`src/dsi_seq_pkg.sv`:
```
// Constants, types and device register map for the DSI port enable sequencer
package dsi_seq_pkg;

    // Clock and time base
    localparam int CLK_PERIOD_NS = 8;
    localparam int US_NS = 1000;
    localparam int CYC_PER_US = (US_NS + CLK_PERIOD_NS - 1) / CLK_PERIOD_NS;
    localparam int PWR_TMO_US = 20;
    localparam int BUF_TMO_US = 500;
    localparam int LINK_EXTRA_US = 500;
    localparam logic [15:0] T_INIT_US_RST = 16'h0064;
    localparam logic [15:0] T_WAKE_US_RST = 16'h03E8;
    localparam logic [15:0] EQ_REF_MHZ = 16'h007D;

    // Own Wishbone register offsets (byte addresses)
    localparam logic [7:0] WB_CTRL = 8'h00;
    localparam logic [7:0] WB_PLL = 8'h04;
    localparam logic [7:0] WB_TIMING = 8'h08;
    localparam logic [7:0] WB_STATUS = 8'h0C;
    // Control fields
    localparam int CTRL_START = 0;
    localparam int CTRL_PORT = 1;
    localparam int CTRL_TE_OOB = 2;
    localparam int CTRL_DUAL = 3;
    localparam int CTRL_WIDE = 4;
    localparam int CTRL_OLDPHY = 5;
    localparam int CTRL_CMODE = 6;
    localparam logic [7:0] CTRL_RST = 8'h00;

    // Device register map
    localparam logic [15:0] D_IO_MODE = 16'h0000;
    localparam logic [15:0] D_PWR = 16'h0004;
    localparam logic [15:0] D_CLK_GATE = 16'h0008;
    localparam logic [15:0] D_PHY_MISC = 16'h000C;
    localparam logic [15:0] D_LANE_RST = 16'h0010;
    localparam logic [15:0] D_LANE_LATCH = 16'h0014;
    localparam logic [15:0] D_COMMON_CLK = 16'h0018;
    localparam logic [15:0] D_INIT_ROLE = 16'h001C;
    localparam logic [15:0] D_TX_TIMING_ONE = 16'h0020;
    localparam logic [15:0] D_TX_TIMING_TWO = 16'h0024;
    localparam logic [15:0] D_BUF = 16'h0028;
    localparam logic [15:0] D_T_INIT = 16'h002C;
    localparam logic [15:0] D_T_WAKE = 16'h0030;
    localparam logic [15:0] D_UTIL_PIN = 16'h0034;
    localparam logic [15:0] D_SYNC = 16'h0038;
    localparam logic [15:0] D_FUNC = 16'h003C;
    localparam logic [15:0] D_LINK_CFG = 16'h0040;
    // Device field positions and values
    localparam logic [31:0] IO_MODE_DSI = 32'h0000_0001;
    localparam int PWR_STAT_POS = 16;
    localparam int LATCH_OPEN_POS = 13;
    localparam logic [31:0] LANE_RST_FORCE = 32'h0000_0001;
    localparam logic [31:0] LATCH_FORCE_OPEN = 32'h0000_0003;
    localparam logic [31:0] CLK_LEFT = 32'h0000_0001;
    localparam logic [31:0] CLK_RIGHT = 32'h0000_0002;
    localparam int WORD_DIV_POS = 2;
    localparam logic [31:0] WORD_DIV_8 = 32'h0000_0008;
    localparam int EQ_DIV_POS = 8;
    localparam logic [31:0] INIT_ROLE_VAL = 32'h0000_0001;
    localparam logic [31:0] EARLY_READY_VAL = 32'h0000_0002;
    localparam int MASTER_OFF_POS = 4;
    localparam logic [31:0] MASTER_OFF_VAL = 32'h0000_0001;
    localparam logic [31:0] BUF_ENABLE = 32'h8000_0000;
    localparam logic [31:0] BUF_IDLE = 32'h0000_0080;
    localparam logic [31:0] UTIL_IN_EN = 32'h8000_0001;
    localparam logic [31:0] SYNC_EN = 32'h0000_0010;
    localparam logic [31:0] FUNC_EN = 32'h8000_0000;
    localparam logic [31:0] LINK_READY = 32'h0000_0001;
    localparam int CMODE_POS = 1;

    // Sequence step encoding
    localparam int STEP_W = 5;
    localparam logic [4:0] STEP_LAST = 5'h17;
    localparam logic [4:0] STEP_AFTER_LATCH = 5'h0A;
    localparam int TMO_W = 20;

    typedef enum logic [2:0] {
        OP_NOP, OP_WR, OP_RMW, OP_POLL, OP_TEST
    } op_t;

    typedef enum logic [3:0] {
        S_IDLE = 4'b0001,
        S_ISSUE = 4'b0010,
        S_WAIT = 4'b0100,
        S_EVAL = 4'b1000
    } seq_state_t;

    typedef enum logic [2:0] {
        M_IDLE = 3'b001,
        M_REQ = 3'b010,
        M_REL = 3'b100
    } mst_state_t;

endpackage

```
`src/dsi_reg_if.sv`:
```
// Register access carrier between sequencer and device access port
`timescale 1ns/1ns
interface dsi_reg_if;
    logic req;
    logic we;
    logic [15:0] addr;
    logic [31:0] wdata;
    logic [31:0] rdata;
    logic done;

    modport seq (output req, output we, output addr, output wdata,
        input rdata, input done);
    modport mst (input req, input we, input addr, input wdata,
        output rdata, output done);
endinterface

```
`src/dsi_reg_master.sv`:
```
// Four-phase request/acknowledge master toward the device register port
`timescale 1ns/1ns
module dsi_reg_master
    import dsi_seq_pkg::*;
(
    // Clock and reset
    input wire logic clk,
    input wire logic rstn,
    // Sequencer side
    dsi_reg_if.mst bus,
    // Device register port
    output logic dev_req,
    output logic dev_we,
    output logic [15:0] dev_addr,
    output logic [31:0] dev_wdata,
    input wire logic [31:0] dev_rdata,
    input wire logic dev_ack
);
    mst_state_t state;
    logic ack_s1, ack_s2;
    logic [31:0] rd_s1, rd_s2;

    // Device answers arrive from another domain: two flops first
    always_ff @(posedge clk or negedge rstn) begin
        if (!rstn) begin
            ack_s1 <= 1'b0;
            ack_s2 <= 1'b0;
            rd_s1 <= 32'h0000_0000;
            rd_s2 <= 32'h0000_0000;
        end else begin
            ack_s1 <= dev_ack;
            ack_s2 <= ack_s1;
            rd_s1 <= dev_rdata;
            rd_s2 <= rd_s1;
        end
    end

    // Request held until ack, then released until ack falls
    always_ff @(posedge clk or negedge rstn) begin
        if (!rstn) begin
            state <= M_IDLE;
            dev_req <= 1'b0;
            dev_we <= 1'b0;
            dev_addr <= 16'h0000;
            dev_wdata <= 32'h0000_0000;
            bus.rdata <= 32'h0000_0000;
            bus.done <= 1'b0;
        end else begin
            bus.done <= 1'b0;
            unique case (state)
                M_IDLE: begin
                    if (bus.req) begin
                        dev_req <= 1'b1;
                        dev_we <= bus.we;
                        dev_addr <= bus.addr;
                        dev_wdata <= bus.wdata;
                        state <= M_REQ;
                    end
                end
                M_REQ: begin
                    if (ack_s2) begin
                        bus.rdata <= rd_s2; // Data held stable under ack
                        dev_req <= 1'b0;
                        state <= M_REL;
                    end
                end
                M_REL: begin
                    if (!ack_s2) begin
                        bus.done <= 1'b1;
                        state <= M_IDLE;
                    end
                end
            endcase
        end
    end
endmodule // dsi_reg_master

```
`src/dsi_port_enable_sequencer.sv`:
```
// DSI port enable sequencer: Wishbone slave, step table and wait engine
//
// Our own choices: the Wishbone slave port and the register addresses.
`timescale 1ns/1ns
module dsi_port_enable_sequencer
    import dsi_seq_pkg::*;
(
    // Clock and reset
    input wire logic clk,
    input wire logic rstn,
    // Wishbone classic slave
    input wire logic cyc_i,
    input wire logic stb_i,
    input wire logic we_i,
    input wire logic [7:0] adr_i,
    input wire logic [3:0] sel_i,
    input wire logic [31:0] dat_i,
    output logic [31:0] dat_o,
    output logic ack_o,
    // Device register port
    output logic dev_req,
    output logic dev_we,
    output logic [15:0] dev_addr,
    output logic [31:0] dev_wdata,
    input wire logic [31:0] dev_rdata,
    input wire logic dev_ack
);
    // Own registers
    logic [7:0] ctrl;
    logic [15:0] pll_8x_mhz;
    logic [15:0] t_init_us;
    logic [15:0] t_wake_us;
    logic busy, done_flag, err_flag;
    logic [STEP_W-1:0] fail_step;
    logic start;

    // Sequencer state
    seq_state_t state;
    logic [STEP_W-1:0] step;
    logic wr_phase;
    logic [31:0] rd_val;
    logic [TMO_W-1:0] us_cnt;
    logic [7:0] pre_cnt;
    logic step_restart;

    // Current step decode
    op_t cur_op;
    logic [15:0] cur_addr;
    logic [31:0] cur_data;
    logic [31:0] cur_mask;
    logic [TMO_W-1:0] cur_tmo;
    logic [31:0] eq_div;
    logic [31:0] clk_cfg;
    logic [31:0] pwr_bit;
    logic [31:0] buf_want;
    logic [31:0] cmode_val;
    logic [TMO_W-1:0] link_tmo;
    logic match;
    logic timed_out;

    dsi_reg_if rif ();

    dsi_reg_master u_master (
        .clk(clk),
        .rstn(rstn),
        .bus(rif),
        .dev_req(dev_req),
        .dev_we(dev_we),
        .dev_addr(dev_addr),
        .dev_wdata(dev_wdata),
        .dev_rdata(dev_rdata),
        .dev_ack(dev_ack)
    );

    // Wishbone write with byte lanes
    function automatic logic [31:0] merge(input logic [31:0] old,
                                          input logic [31:0] nw,
                                          input logic [3:0] sel);
        logic [31:0] r;
        r = old;
        for (int i = 0; i < 4; i++) begin
            if (sel[i]) begin
                r[i*8 +: 8] = nw[i*8 +: 8];
            end
        end
        return r;
    endfunction

    assign start = cyc_i && stb_i && we_i && !ack_o && adr_i == WB_CTRL
        && sel_i[0] && dat_i[CTRL_START] && !busy;

    // Single-cycle registered ack; unmapped reads give zero
    always_ff @(posedge clk or negedge rstn) begin
        if (!rstn) begin
            ack_o <= 1'b0;
            dat_o <= 32'h0000_0000;
        end else begin
            ack_o <= cyc_i && stb_i && !ack_o;
            dat_o <= 32'h0000_0000;
            if (cyc_i && stb_i && !we_i && !ack_o) begin
                unique case (adr_i)
                    WB_CTRL: dat_o <= {24'h000000, ctrl};
                    WB_PLL: dat_o <= {16'h0000, pll_8x_mhz};
                    WB_TIMING: dat_o <= {t_wake_us, t_init_us};
                    WB_STATUS: dat_o <= {19'h00000, fail_step, 5'h00,
                        err_flag, done_flag, busy};
                    default: dat_o <= 32'h0000_0000;
                endcase
            end
        end
    end

    // Configuration is frozen while a sequence runs
    always_ff @(posedge clk or negedge rstn) begin
        if (!rstn) begin
            ctrl <= CTRL_RST;
            pll_8x_mhz <= 16'h0000;
            t_init_us <= T_INIT_US_RST;
            t_wake_us <= T_WAKE_US_RST;
        end else if (cyc_i && stb_i && we_i && !ack_o && !busy) begin
            unique case (adr_i)
                WB_CTRL: begin
                    ctrl <= 8'(merge({24'h000000, ctrl}, dat_i, sel_i))
                        & 8'hFE;
                end
                WB_PLL: begin
                    pll_8x_mhz <= 16'(merge({16'h0000, pll_8x_mhz}, dat_i,
                        sel_i));
                end
                WB_TIMING: begin
                    {t_wake_us, t_init_us} <= merge({t_wake_us, t_init_us},
                        dat_i, sel_i);
                end
                default: ;
            endcase
        end
    end

    // Derived field values
    assign eq_div = {16'h0000, pll_8x_mhz / EQ_REF_MHZ};
    assign clk_cfg = CLK_LEFT | (ctrl[CTRL_WIDE] ? CLK_RIGHT : 32'h0)
        | (WORD_DIV_8 << WORD_DIV_POS) | (eq_div << EQ_DIV_POS);
    assign pwr_bit = ctrl[CTRL_PORT] ? 32'h0000_0002 : 32'h0000_0001;
    assign buf_want = ctrl[CTRL_OLDPHY] ? BUF_IDLE : 32'h0000_0000;
    assign cmode_val = {29'h0, ctrl[CTRL_CMODE +: 2], 1'b0};
    assign link_tmo = TMO_W'({t_wake_us, 1'b0}) + TMO_W'(LINK_EXTRA_US);

    // Step table in enable order: IO, PLL map, phy, transcoder
    always_comb begin
        cur_op = OP_NOP;
        cur_addr = 16'h0000;
        cur_data = 32'h0000_0000;
        cur_mask = 32'h0000_0000;
        cur_tmo = '0;
        unique case (step)
            5'h00: begin
                cur_op = OP_WR;
                cur_addr = D_IO_MODE;
                cur_data = IO_MODE_DSI;
            end
            5'h01: begin
                // Only the port request; lane 0 comes up with it
                cur_op = OP_RMW;
                cur_addr = D_PWR;
                cur_data = pwr_bit;
            end
            5'h02: begin
                cur_op = OP_POLL;
                cur_addr = D_PWR;
                cur_mask = pwr_bit << PWR_STAT_POS;
                cur_data = pwr_bit << PWR_STAT_POS;
                cur_tmo = TMO_W'(PWR_TMO_US);
            end
            5'h03: begin
                // Setting an already set bit leaves it gated
                cur_op = OP_RMW;
                cur_addr = D_CLK_GATE;
                cur_data = pwr_bit;
            end
            5'h04: begin
                cur_op = OP_TEST;
                cur_addr = D_PHY_MISC;
                cur_mask = 32'h1 << LATCH_OPEN_POS;
            end
            5'h05: begin
                cur_op = OP_RMW;
                cur_addr = D_PHY_MISC;
                cur_mask = 32'h1 << LATCH_OPEN_POS;
            end
            5'h06: begin
                cur_op = OP_WR;
                cur_addr = D_LANE_RST;
                cur_data = LANE_RST_FORCE;
            end
            5'h07: begin
                cur_op = OP_WR;
                cur_addr = D_LANE_LATCH;
                cur_data = LATCH_FORCE_OPEN;
            end
            5'h08: begin
                cur_op = OP_WR;
                cur_addr = D_LANE_LATCH;
            end
            5'h09: begin
                cur_op = OP_WR;
                cur_addr = D_LANE_RST;
            end
            5'h0A: begin
                cur_op = OP_WR;
                cur_addr = D_COMMON_CLK;
                cur_data = clk_cfg;
            end
            5'h0B: begin
                cur_op = OP_WR;
                cur_addr = D_INIT_ROLE;
                cur_data = INIT_ROLE_VAL;
            end
            5'h0C: begin
                cur_op = OP_WR;
                cur_addr = D_TX_TIMING_ONE;
                cur_data = EARLY_READY_VAL;
            end
            5'h0D: begin
                // Deskew bit 0 left clear
                cur_op = OP_WR;
                cur_addr = D_TX_TIMING_TWO;
                cur_data = MASTER_OFF_VAL << MASTER_OFF_POS;
            end
            5'h0E: begin
                cur_op = OP_RMW;
                cur_addr = D_BUF;
                cur_data = BUF_ENABLE;
            end
            5'h0F: begin
                cur_op = OP_POLL;
                cur_addr = D_BUF;
                cur_mask = BUF_IDLE;
                cur_data = buf_want;
                cur_tmo = TMO_W'(BUF_TMO_US);
            end
            5'h10: begin
                // Phy transition timings written from t_init_us and t_wake_us
                cur_op = OP_WR;
                cur_addr = D_T_INIT;
                cur_data = {16'h0000, t_init_us};
            end
            5'h11: begin
                cur_op = OP_WR;
                cur_addr = D_T_WAKE;
                cur_data = {16'h0000, t_wake_us};
            end
            5'h12: begin
                cur_op = (!ctrl[CTRL_PORT] && ctrl[CTRL_TE_OOB]) ?
                    OP_WR : OP_NOP;
                cur_addr = D_UTIL_PIN;
                cur_data = UTIL_IN_EN;
            end
            5'h13: begin
                cur_op = OP_WR;
                cur_addr = D_LINK_CFG;
            end
            5'h14: begin
                cur_op = ctrl[CTRL_DUAL] ? OP_RMW : OP_NOP;
                cur_addr = D_SYNC;
                cur_data = SYNC_EN;
            end
            5'h15: begin
                cur_op = OP_RMW;
                cur_addr = D_FUNC;
                cur_data = FUNC_EN;
            end
            5'h16: begin
                // Long wait covers serial lane wakeup from ULPS
                cur_op = OP_POLL;
                cur_addr = D_LINK_CFG;
                cur_mask = LINK_READY;
                cur_data = LINK_READY;
                cur_tmo = link_tmo;
            end
            5'h17: begin
                cur_op = (cmode_val != 32'h0) ? OP_WR : OP_NOP;
                cur_addr = D_LINK_CFG;
                cur_data = cmode_val;
            end
            default: cur_op = OP_NOP;
        endcase
    end

    assign match = (rd_val & cur_mask) == cur_data;
    assign timed_out = us_cnt >= cur_tmo;
    assign step_restart = (state == S_IDLE) || (state == S_EVAL &&
        !(cur_op == OP_POLL && !match) && !(cur_op == OP_RMW && !wr_phase));

    // Microsecond time base, restarted on each new step
    always_ff @(posedge clk or negedge rstn) begin
        if (!rstn) begin
            pre_cnt <= 8'h00;
            us_cnt <= '0;
        end else if (step_restart) begin
            pre_cnt <= 8'h00;
            us_cnt <= '0;
        end else if (pre_cnt == 8'(CYC_PER_US - 1)) begin
            pre_cnt <= 8'h00;
            if (us_cnt != '1) begin
                us_cnt <= us_cnt + 1'b1;
            end
        end else begin
            pre_cnt <= pre_cnt + 8'h01;
        end
    end

    // Request toward the access port
    always_ff @(posedge clk or negedge rstn) begin
        if (!rstn) begin
            rif.req <= 1'b0;
            rif.we <= 1'b0;
            rif.addr <= 16'h0000;
            rif.wdata <= 32'h0000_0000;
        end else begin
            rif.req <= state == S_ISSUE && cur_op != OP_NOP;
            rif.we <= cur_op == OP_WR || (cur_op == OP_RMW && wr_phase);
            rif.addr <= cur_addr;
            rif.wdata <= (cur_op == OP_WR) ? cur_data
                : ((rd_val & ~cur_mask) | cur_data);
        end
    end

    // Sequence walker
    always_ff @(posedge clk or negedge rstn) begin
        if (!rstn) begin
            state <= S_IDLE;
            step <= '0;
            wr_phase <= 1'b0;
            rd_val <= 32'h0000_0000;
        end else begin
            unique case (state)
                S_IDLE: begin
                    if (start) begin
                        step <= '0;
                        wr_phase <= 1'b0;
                        state <= S_ISSUE;
                    end
                end
                S_ISSUE: begin
                    if (cur_op == OP_NOP) begin
                        state <= S_EVAL;
                    end else begin
                        state <= S_WAIT;
                    end
                end
                S_WAIT: begin
                    if (rif.done) begin
                        rd_val <= rif.rdata;
                        state <= S_EVAL;
                    end
                end
                S_EVAL: begin
                    state <= S_ISSUE;
                    if (cur_op == OP_RMW && !wr_phase) begin
                        wr_phase <= 1'b1;
                    end else if (cur_op == OP_POLL && !match) begin
                        if (timed_out) begin
                            state <= S_IDLE;
                        end
                    end else if (cur_op == OP_TEST &&
                                 (rd_val & cur_mask) == 32'h0) begin
                        step <= STEP_AFTER_LATCH;
                    end else begin
                        wr_phase <= 1'b0;
                        if (step == STEP_LAST) begin
                            state <= S_IDLE;
                        end else begin
                            step <= step + 1'b1;
                        end
                    end
                end
            endcase
        end
    end

    // Status flags; a new start clears the previous outcome
    always_ff @(posedge clk or negedge rstn) begin
        if (!rstn) begin
            busy <= 1'b0;
            done_flag <= 1'b0;
            err_flag <= 1'b0;
            fail_step <= '0;
        end else if (start) begin
            busy <= 1'b1;
            done_flag <= 1'b0;
            err_flag <= 1'b0;
            fail_step <= '0;
        end else if (state == S_EVAL) begin
            if (cur_op == OP_POLL && !match && timed_out) begin
                busy <= 1'b0;
                err_flag <= 1'b1;
                fail_step <= step;
            end else if (step == STEP_LAST &&
                         !(cur_op == OP_RMW && !wr_phase)) begin
                busy <= 1'b0;
                done_flag <= 1'b1;
            end
        end
    end
endmodule // dsi_port_enable_sequencer

```
`config.mk`:
```
export PLATFORM = sky130hd
export DESIGN_NAME = dsi_port_enable_sequencer
export DESIGN_NICKNAME = d
export VERILOG_FILES = /design/src/dsi_seq_pkg.sv /design/src/dsi_reg_if.sv /design/src/dsi_reg_master.sv /design/src/dsi_port_enable_sequencer.sv
export SDC_FILE = /design/constraint.sdc
export NUM_CORES = 1
export LEC_CHECK = 0
export BUFFER_PORTS_ARGS = -buffer_cell sky130_fd_sc_hd__clkbuf_2
export CORE_MARGIN = 2
export CORE_UTILIZATION = 60
export CTS_BUF_LIST = sky130_fd_sc_hd__clkbuf_16
export DETAILED_ROUTE_END_ITERATION = 8
export GPL_TIMING_DRIVEN = 0
export PLACE_DENSITY_LB_ADDON = 0.05
export SYNTH_ARGS = -nofsm -noshare
export SYNTH_HDL_FRONTEND = slang
export SYNTH_SLANG_ARGS = --single-unit
```
`constraint.sdc`:
```
create_clock -name clk -period 9.74 [get_ports clk]
set_clock_uncertainty 0.15 [all_clocks]
set_input_delay 1.948 -clock clk [delete_from_list [all_inputs] [get_ports clk]]
set_output_delay 1.948 -clock clk [all_outputs]
set_load 0.05 [all_outputs]
```
# Word-level counts from Yosys, hierarchy flattened

Cells that the tools add are included.

Flip-flop bits (word level): 368
Bits of input ports: 82
Output and inout bits: 83

$add $sub $neg: 4
Divide/modulo/power cells: 1
Order comparisons: 1
Eq/ne operators: 51
Muxes and demuxes: 62
Bitwise operators: 5
Reduce and logical (&&, ||, !) cells: 77

Operators by type and width:

| cell                                                                  | number |
|---|---|
| 32-bit case mux with 13 select lines                                  | 1 |
| 32-bit case mux with 4 select lines                                   | 1 |
| 7-bit case mux with 16 select lines                                   | 1 |
| 18-bit case mux with 4 select lines                                   | 1 |
| 32-bit AND                                                            | 2 |
| 32-bit two-way mux                                                    | 2 |
| 20-bit two-way mux                                                    | 3 |
| 18-bit case mux with 3 select lines                                   | 1 |
| 5-bit by 4-bit equality test with 1-bit output, second input constant | 8 |
| 5-bit equality test, second input constant                            | 8 |
| 5-bit two-way mux                                                     | 8 |
| 32-bit equality test                                                  | 1 |
| 32-bit zero test                                                      | 1 |
| 32-bit inverter                                                       | 1 |
| 32-bit bitwise OR                                                     | 1 |
| 32-bit nonzero test                                                   | 1 |
| 3-bit AND reduction                                                   | 10 |
| 8-bit two-way mux                                                     | 3 |
| 6-bit by 24-bit bitwise OR with 24-bit output                         | 1 |
| 1-bit logical AND                                                     | 21 |
| 1-bit two-way mux                                                     | 21 |
| 3-bit case mux with 7 select lines                                    | 1 |
| 20-bit by 1-bit adder with 20-bit output, second input constant       | 1 |
| 5-bit by 3-bit equality test with 1-bit output, second input constant | 4 |
| other kinds (43)                                                      | 98 |

# Logic depth before layout (Yosys ltp)

Word-level depth: 13
Gate-level depth with buffers: 30
Depth with buffers taken out: 27

# Modules after synthesis

From an unflattened synthesis, not the netlist that was laid out.

Cells, all modules: 1,581
Area, all modules: 17,563.1 µm²

By module, submodules not included:

| module                    | times used | cells each | area an instance (µm²) |
|---|---|---|---|
| dsi_port_enable_sequencer | 1          | 1,322      | 12,440.7 |
| dsi_reg_master            | 1          | 259        | 5,122.4 |

# Worst setup path before layout

OpenSTA, ideal clock, no wires.

Path type: register -> register
Start: reg pll_8x_mhz[11]
End: reg rif.wdata[8]
Setup time: 124 ps
Arrival: 6,546 ps
Required time: 9,466 ps
Setup slack: 2,920 ps
Stages on the path, launching flop included: 28
Clock period less this slack: 6,820 ps
Cell sequence: dfrtp_1 buf_4 nand4_1 buf_2 o2111a_1 a211o_4 o21ai_4 o22ai_2 or3_1 buf_2 o31a_4 o41ai_4 mux2i_2 o21ai_4 mux2_2 o311a_1 o211a_1 o41a_2 a21oi_4 xor2_1 ha_1 o211ai_1 a211o_1 nand3_1 and3_1 nor3_1 mux2i_1 a211o_1

Word-level cells in the longest chain between the ends: 5

Ends and longest elaborated chain:

| item                                            | RTL line                         | text |
|---|---|---|
| from (decl)                                     | dsi_port_enable_sequencer.sv:30  | `logic [15:0] pll_8x_mhz;` |
| from (signal assigned)                          | dsi_port_enable_sequencer.sv:127 | `pll_8x_mhz <= 16'(merge({16'h0000, pll_8x_mhz}, dat_i,` |
| 16-bit by 7-bit divider with 16-bit output *    | dsi_port_enable_sequencer.sv:140 | `assign eq_div = {16'h0000, pll_8x_mhz / EQ_REF_MHZ};` |
| 6-bit by 24-bit bitwise OR with 24-bit output * | dsi_port_enable_sequencer.sv:142 | `\| (WORD_DIV_8 << WORD_DIV_POS) \| (eq_div << EQ_DIV_POS);` |
| 32-bit case mux with 13 select lines *          | dsi_port_enable_sequencer.sv:155 | `unique case (step)` |
| 32-bit bitwise OR                               | dsi_port_enable_sequencer.sv:324 | `: ((rd_val & ~cur_mask) \| cur_data);` |
| 32-bit two-way mux *                            | dsi_port_enable_sequencer.sv:323 | `rif.wdata <= (cur_op == OP_WR) ? cur_data` |
| to (signal assigned)                            | dsi_port_enable_sequencer.sv:323 |  |
| to (decl)                                       | dsi_reg_if.sv:7                  | `logic [31:0] wdata;` |

Mark *: on every way between the ends. The rest lies on a longest branch, timed or not.
A chain may end at the register's enable or synchronous reset.

# Worst setup path after layout

Start: reg pll_8x_mhz[9]
End: reg rif.wdata[8]

The elaborated chain is that of the path after synthesis.

==> flow_summary.yaml <==
status:
  status: "finished clean"
floorplanning:
  die-area_mm2: 0.0298
  fp-row-count: 61
  initial_core_util: 0.612
  die_h_um: 173
  core-area_mm2: 0.0279
  ioPinCount: 165
  die_w_um: 173
cells_and_area:
  area_growth_pct: 14.9
  fin_nets: 1896
  final_common_cell: "dfrtp_1"
  layoutNonFillerInstCount: 2191
  diodes: 0
  drive_gt1_frac: 0.244
  final_cell_mix: "dfrtp_1 (335), mux2_2 (155), clkbuf_2 (151)"
worst_setup_path:
  cp_num_buf_inv: 1
  cp-end-kind: "flip-flop"
  path_depth: 26
  critPathKind: "flip-flop to flip-flop"
  critPathSlowestCell: "mux2i_1"
  cp_max_fo: 10
  critPathLaunchType: "flip-flop"
  max_stage_delay_ns: 0.69
  cpMostUsedCell: "o21ai_0"
  crit_family: "compound AO/OA/AOI/OAI gates"
  arrival_ns: 8.51
  rr_worst_depth: 26
  required_ns: 9.97
cts:
  clk_pin_slew_ns: 0.06
  clock_latency_ns: 0.51
  numCtsBuffers: 36
  post-cts-setup-buffers: 0
  cts_tree: "done"
  clock_path_buffers: 3
  root_buffer: "clkbuf_16"
  htreeDepth: 2
  cts.hold.buffers_added: 0
  clock_sinks: 346
  ctsResizeCount: 0
drt:
  drc_errors: 0
  dr.pass1.iters: 6
  viasPerCell: 5.95
  drt_iter0_markers: 1205
  wl_um: 43300
  antenna_left: 0
  post_drt_wl_per_cell_um: 19.8
  vias: 13045
synthesis:
  synthAdderAreaFrac: 0.0217
  yosysUniqueCellTypes: 99
  ys_top_cells_by_area: "dfrtp_1 (49%), mux2_2 (10%), nor2_1 (3.0%)"
  ys_ff_latch: 346
  synth_simple_gate_area_frac: 0.150
  synth_top_area_cell: "dfrtp_1"
  seq_area_frac_synth: 0.509
  yosysTopAreaCellShare: 0.492
  synth_compound_area_frac: 0.140
  synth_async_sr_flop_share: 1.00
  syn_inst: 1582
  synth_edf_count: 0
  synth_warnings: 0
  synth_top_family_by_area: "simple AND/OR/NAND/NOR gates"
  synth.avg_cell_area_um2: 10.8
  ys.flop_type: "dfrtp_1"
  synth.area.mux_share: 0.119
  syn_area_mm2: 0.0170
  synth_xor_xnor_area_share: 0.0281
global_routing:
  grt_max_degree: 123
  met1_usage: 0.406
  antenna_found_initial: 0
  busiest_layer: "met2"
  grt_use_met2: 0.487
  grt_pass1_wl_um: 70200
  grt_usage: 0.294
  grt-ovfl-total: 0
  grt_pass1_vias: 13031
  met3_usage: 0.0347
pwr:
  p_int_w: 0.00242
  switching_share: 0.224
  powerDensity_mw_per_mm2: 160
  seqPwrFrac: 0.504
  power_frac_comb: 0.066
  leakage_nw: 9.04
  switchingPower_w: 0.000699
  ir_worst_vdd_uv: 183
  clock_power_share: 0.430
placement:
  io_buffers: 152
  pre_cts_ws_ns: 1.69
  gp_congestion: 0.934
  dp_cells: 2126
  hpwl_um: 31700
timing:
  grt_setup_unrepaired: "no"
  setup_tns_ns: 0
  hold_viol_final: 0
  setup_ws_ns: 1.47
  slew_violations: 0
  finalSetupViolations: 0
  tightest_slew_ns: 1.14
  finalCriticalPeriod_ns: 8.27
  relSlewSlack: 0.233
  period_share: 0.850
  fmax_ghz: 0.121
hold_path:
  hold_depth: 0
  hp-class: "flip-flop to flip-flop"
flow_run:
  max_cap_viol_count: 0
-- path summary, 6_finish.rpt --
check / endpoint / start / slack, ns
hold / removal: u_master.rd_s2[22] / u_master.rd_s1[22] / 0.19
setup / recovery: rif.wdata[8] / pll_8x_mhz[9] / 1.47
setup reg to reg: rif.wdata[8] / pll_8x_mhz[9] / 1.47
min in group asynchronous: pre_cnt[2] / rstn / 1.26
hold reg to reg: u_master.rd_s2[22] / u_master.rd_s1[22] / 0.19
max in group asynchronous: u_master.dev_wdata[16] / rstn / 6.80
-- power groups by stage --
stage	logic, W	clock network, W	registers [W]
after floorplan	0.000129	0	0.00158
after global placement	0.000191	0	0.00159
after detailed placement	0.000207	0	0.00160
after CTS	0.000211	0.00136	0.00158
after global routing	0.000226	0.00143	0.00159
final	0.000206	0.00134	0.00158
-- Yosys cell counts, drive strengths merged, types with 14 or more instances --
cell	number
o21ai	66
a22oi	18
and3	15
mux2	155
o21a	27
a21oi	68
xnor2	24
buf	31
nor2b	21
and2	36
nor4	15
nor3	43
dfrtp	335
nand2	129
a21o	14
or2	14
nand3	36
o211ai	16
ha	28
inv	29
mux2i	24
nor2	138
xor2	29
clkbuf	65
-- worst register-to-register path, cell delays in order (launching register included) --
cell,delay [ns]
dfrtp_1,0.46
buf_2,0.23
nor2_1,0.29
o2bb2ai_1,0.15
a211oi_2,0.50
o211ai_1,0.24
mux2i_1,0.69
o21ai_0,0.28
mux2_2,0.38
o41ai_4,0.49
mux2i_2,0.61
o21ai_4,0.18
mux2_2,0.30
o311a_1,0.23
o211a_1,0.20
o41a_2,0.55
a21oi_4,0.28
xor2_1,0.18
ha_1,0.25
nand3b_1,0.09
nor2_1,0.04
o21ai_0,0.17
nand3_1,0.16
and3_1,0.25
nor3_1,0.38
o21ai_0,0.16
a211o_1,0.26
-- per-stage QoR --
stage          hold WS [ns]  power (W)   util  area (um2)
6_report              0.194    0.00312  0.703       19600
5_1_grt               0.199    0.00324  0.703       19600
4_1_cts               0.195    0.00315  0.703       19600
3_5_place_dp          0.185    0.00181  0.661       18400
3_3_place_gp          0.181    0.00178  0.658       18300
2_1_floorplan         0.181    0.00171      -       17100
-- state kept, by name, indices dropped and copies added, names as in the netlist, 3 cells and up --
name	flops
u_master.dev_addr	5
u_master.state	3
pll_8x_mhz	16
state	4
step	5
rif.wdata	32
ctrl	7
u_master.bus.rdata	32
rd_val	32
t_wake_us	16
fail_step	5
t_init_us	16
rif.addr	5
u_master.rd_s1	32
pre_cnt	8
dat_o	32
us_cnt	20
u_master.rd_s2	32
u_master.dev_wdata	32
-- final cells by class --
type / count / area (um2)
fillers: 2067 / 8280
clock buffers: 37 / 926
well taps: 378 / 473
inverters: 29 / 109
plain buffers: 96 / 427
clock inverters: 28 / 233
repair buffers: 156 / 860
multi-input cells: 1121 / 7880
flip-flops and latches: 346 / 8670
-- cell families (layout without fill, tap and decap cells) --
group,Yosys count,after routing
buffers and inverters,125,346
and+or+nand+nor,515,515
muxes,181,181
other,1,11
adders and majority gates,30,30
DFF,346,346
xor gates and xnor gates,53,53
AOI/OAI and AO/OA,331,331
-- metal layers --
metal	share of wire	wire, um	up-vias
met4	0.036	1540	0
met5	0	0	-
met1	0.43	18600	6360
met2	0.48	20700	487
li1	-	-	6099
met3	0.057	2450	99
No activity file was read; power rests on OpenSTA's default activity.
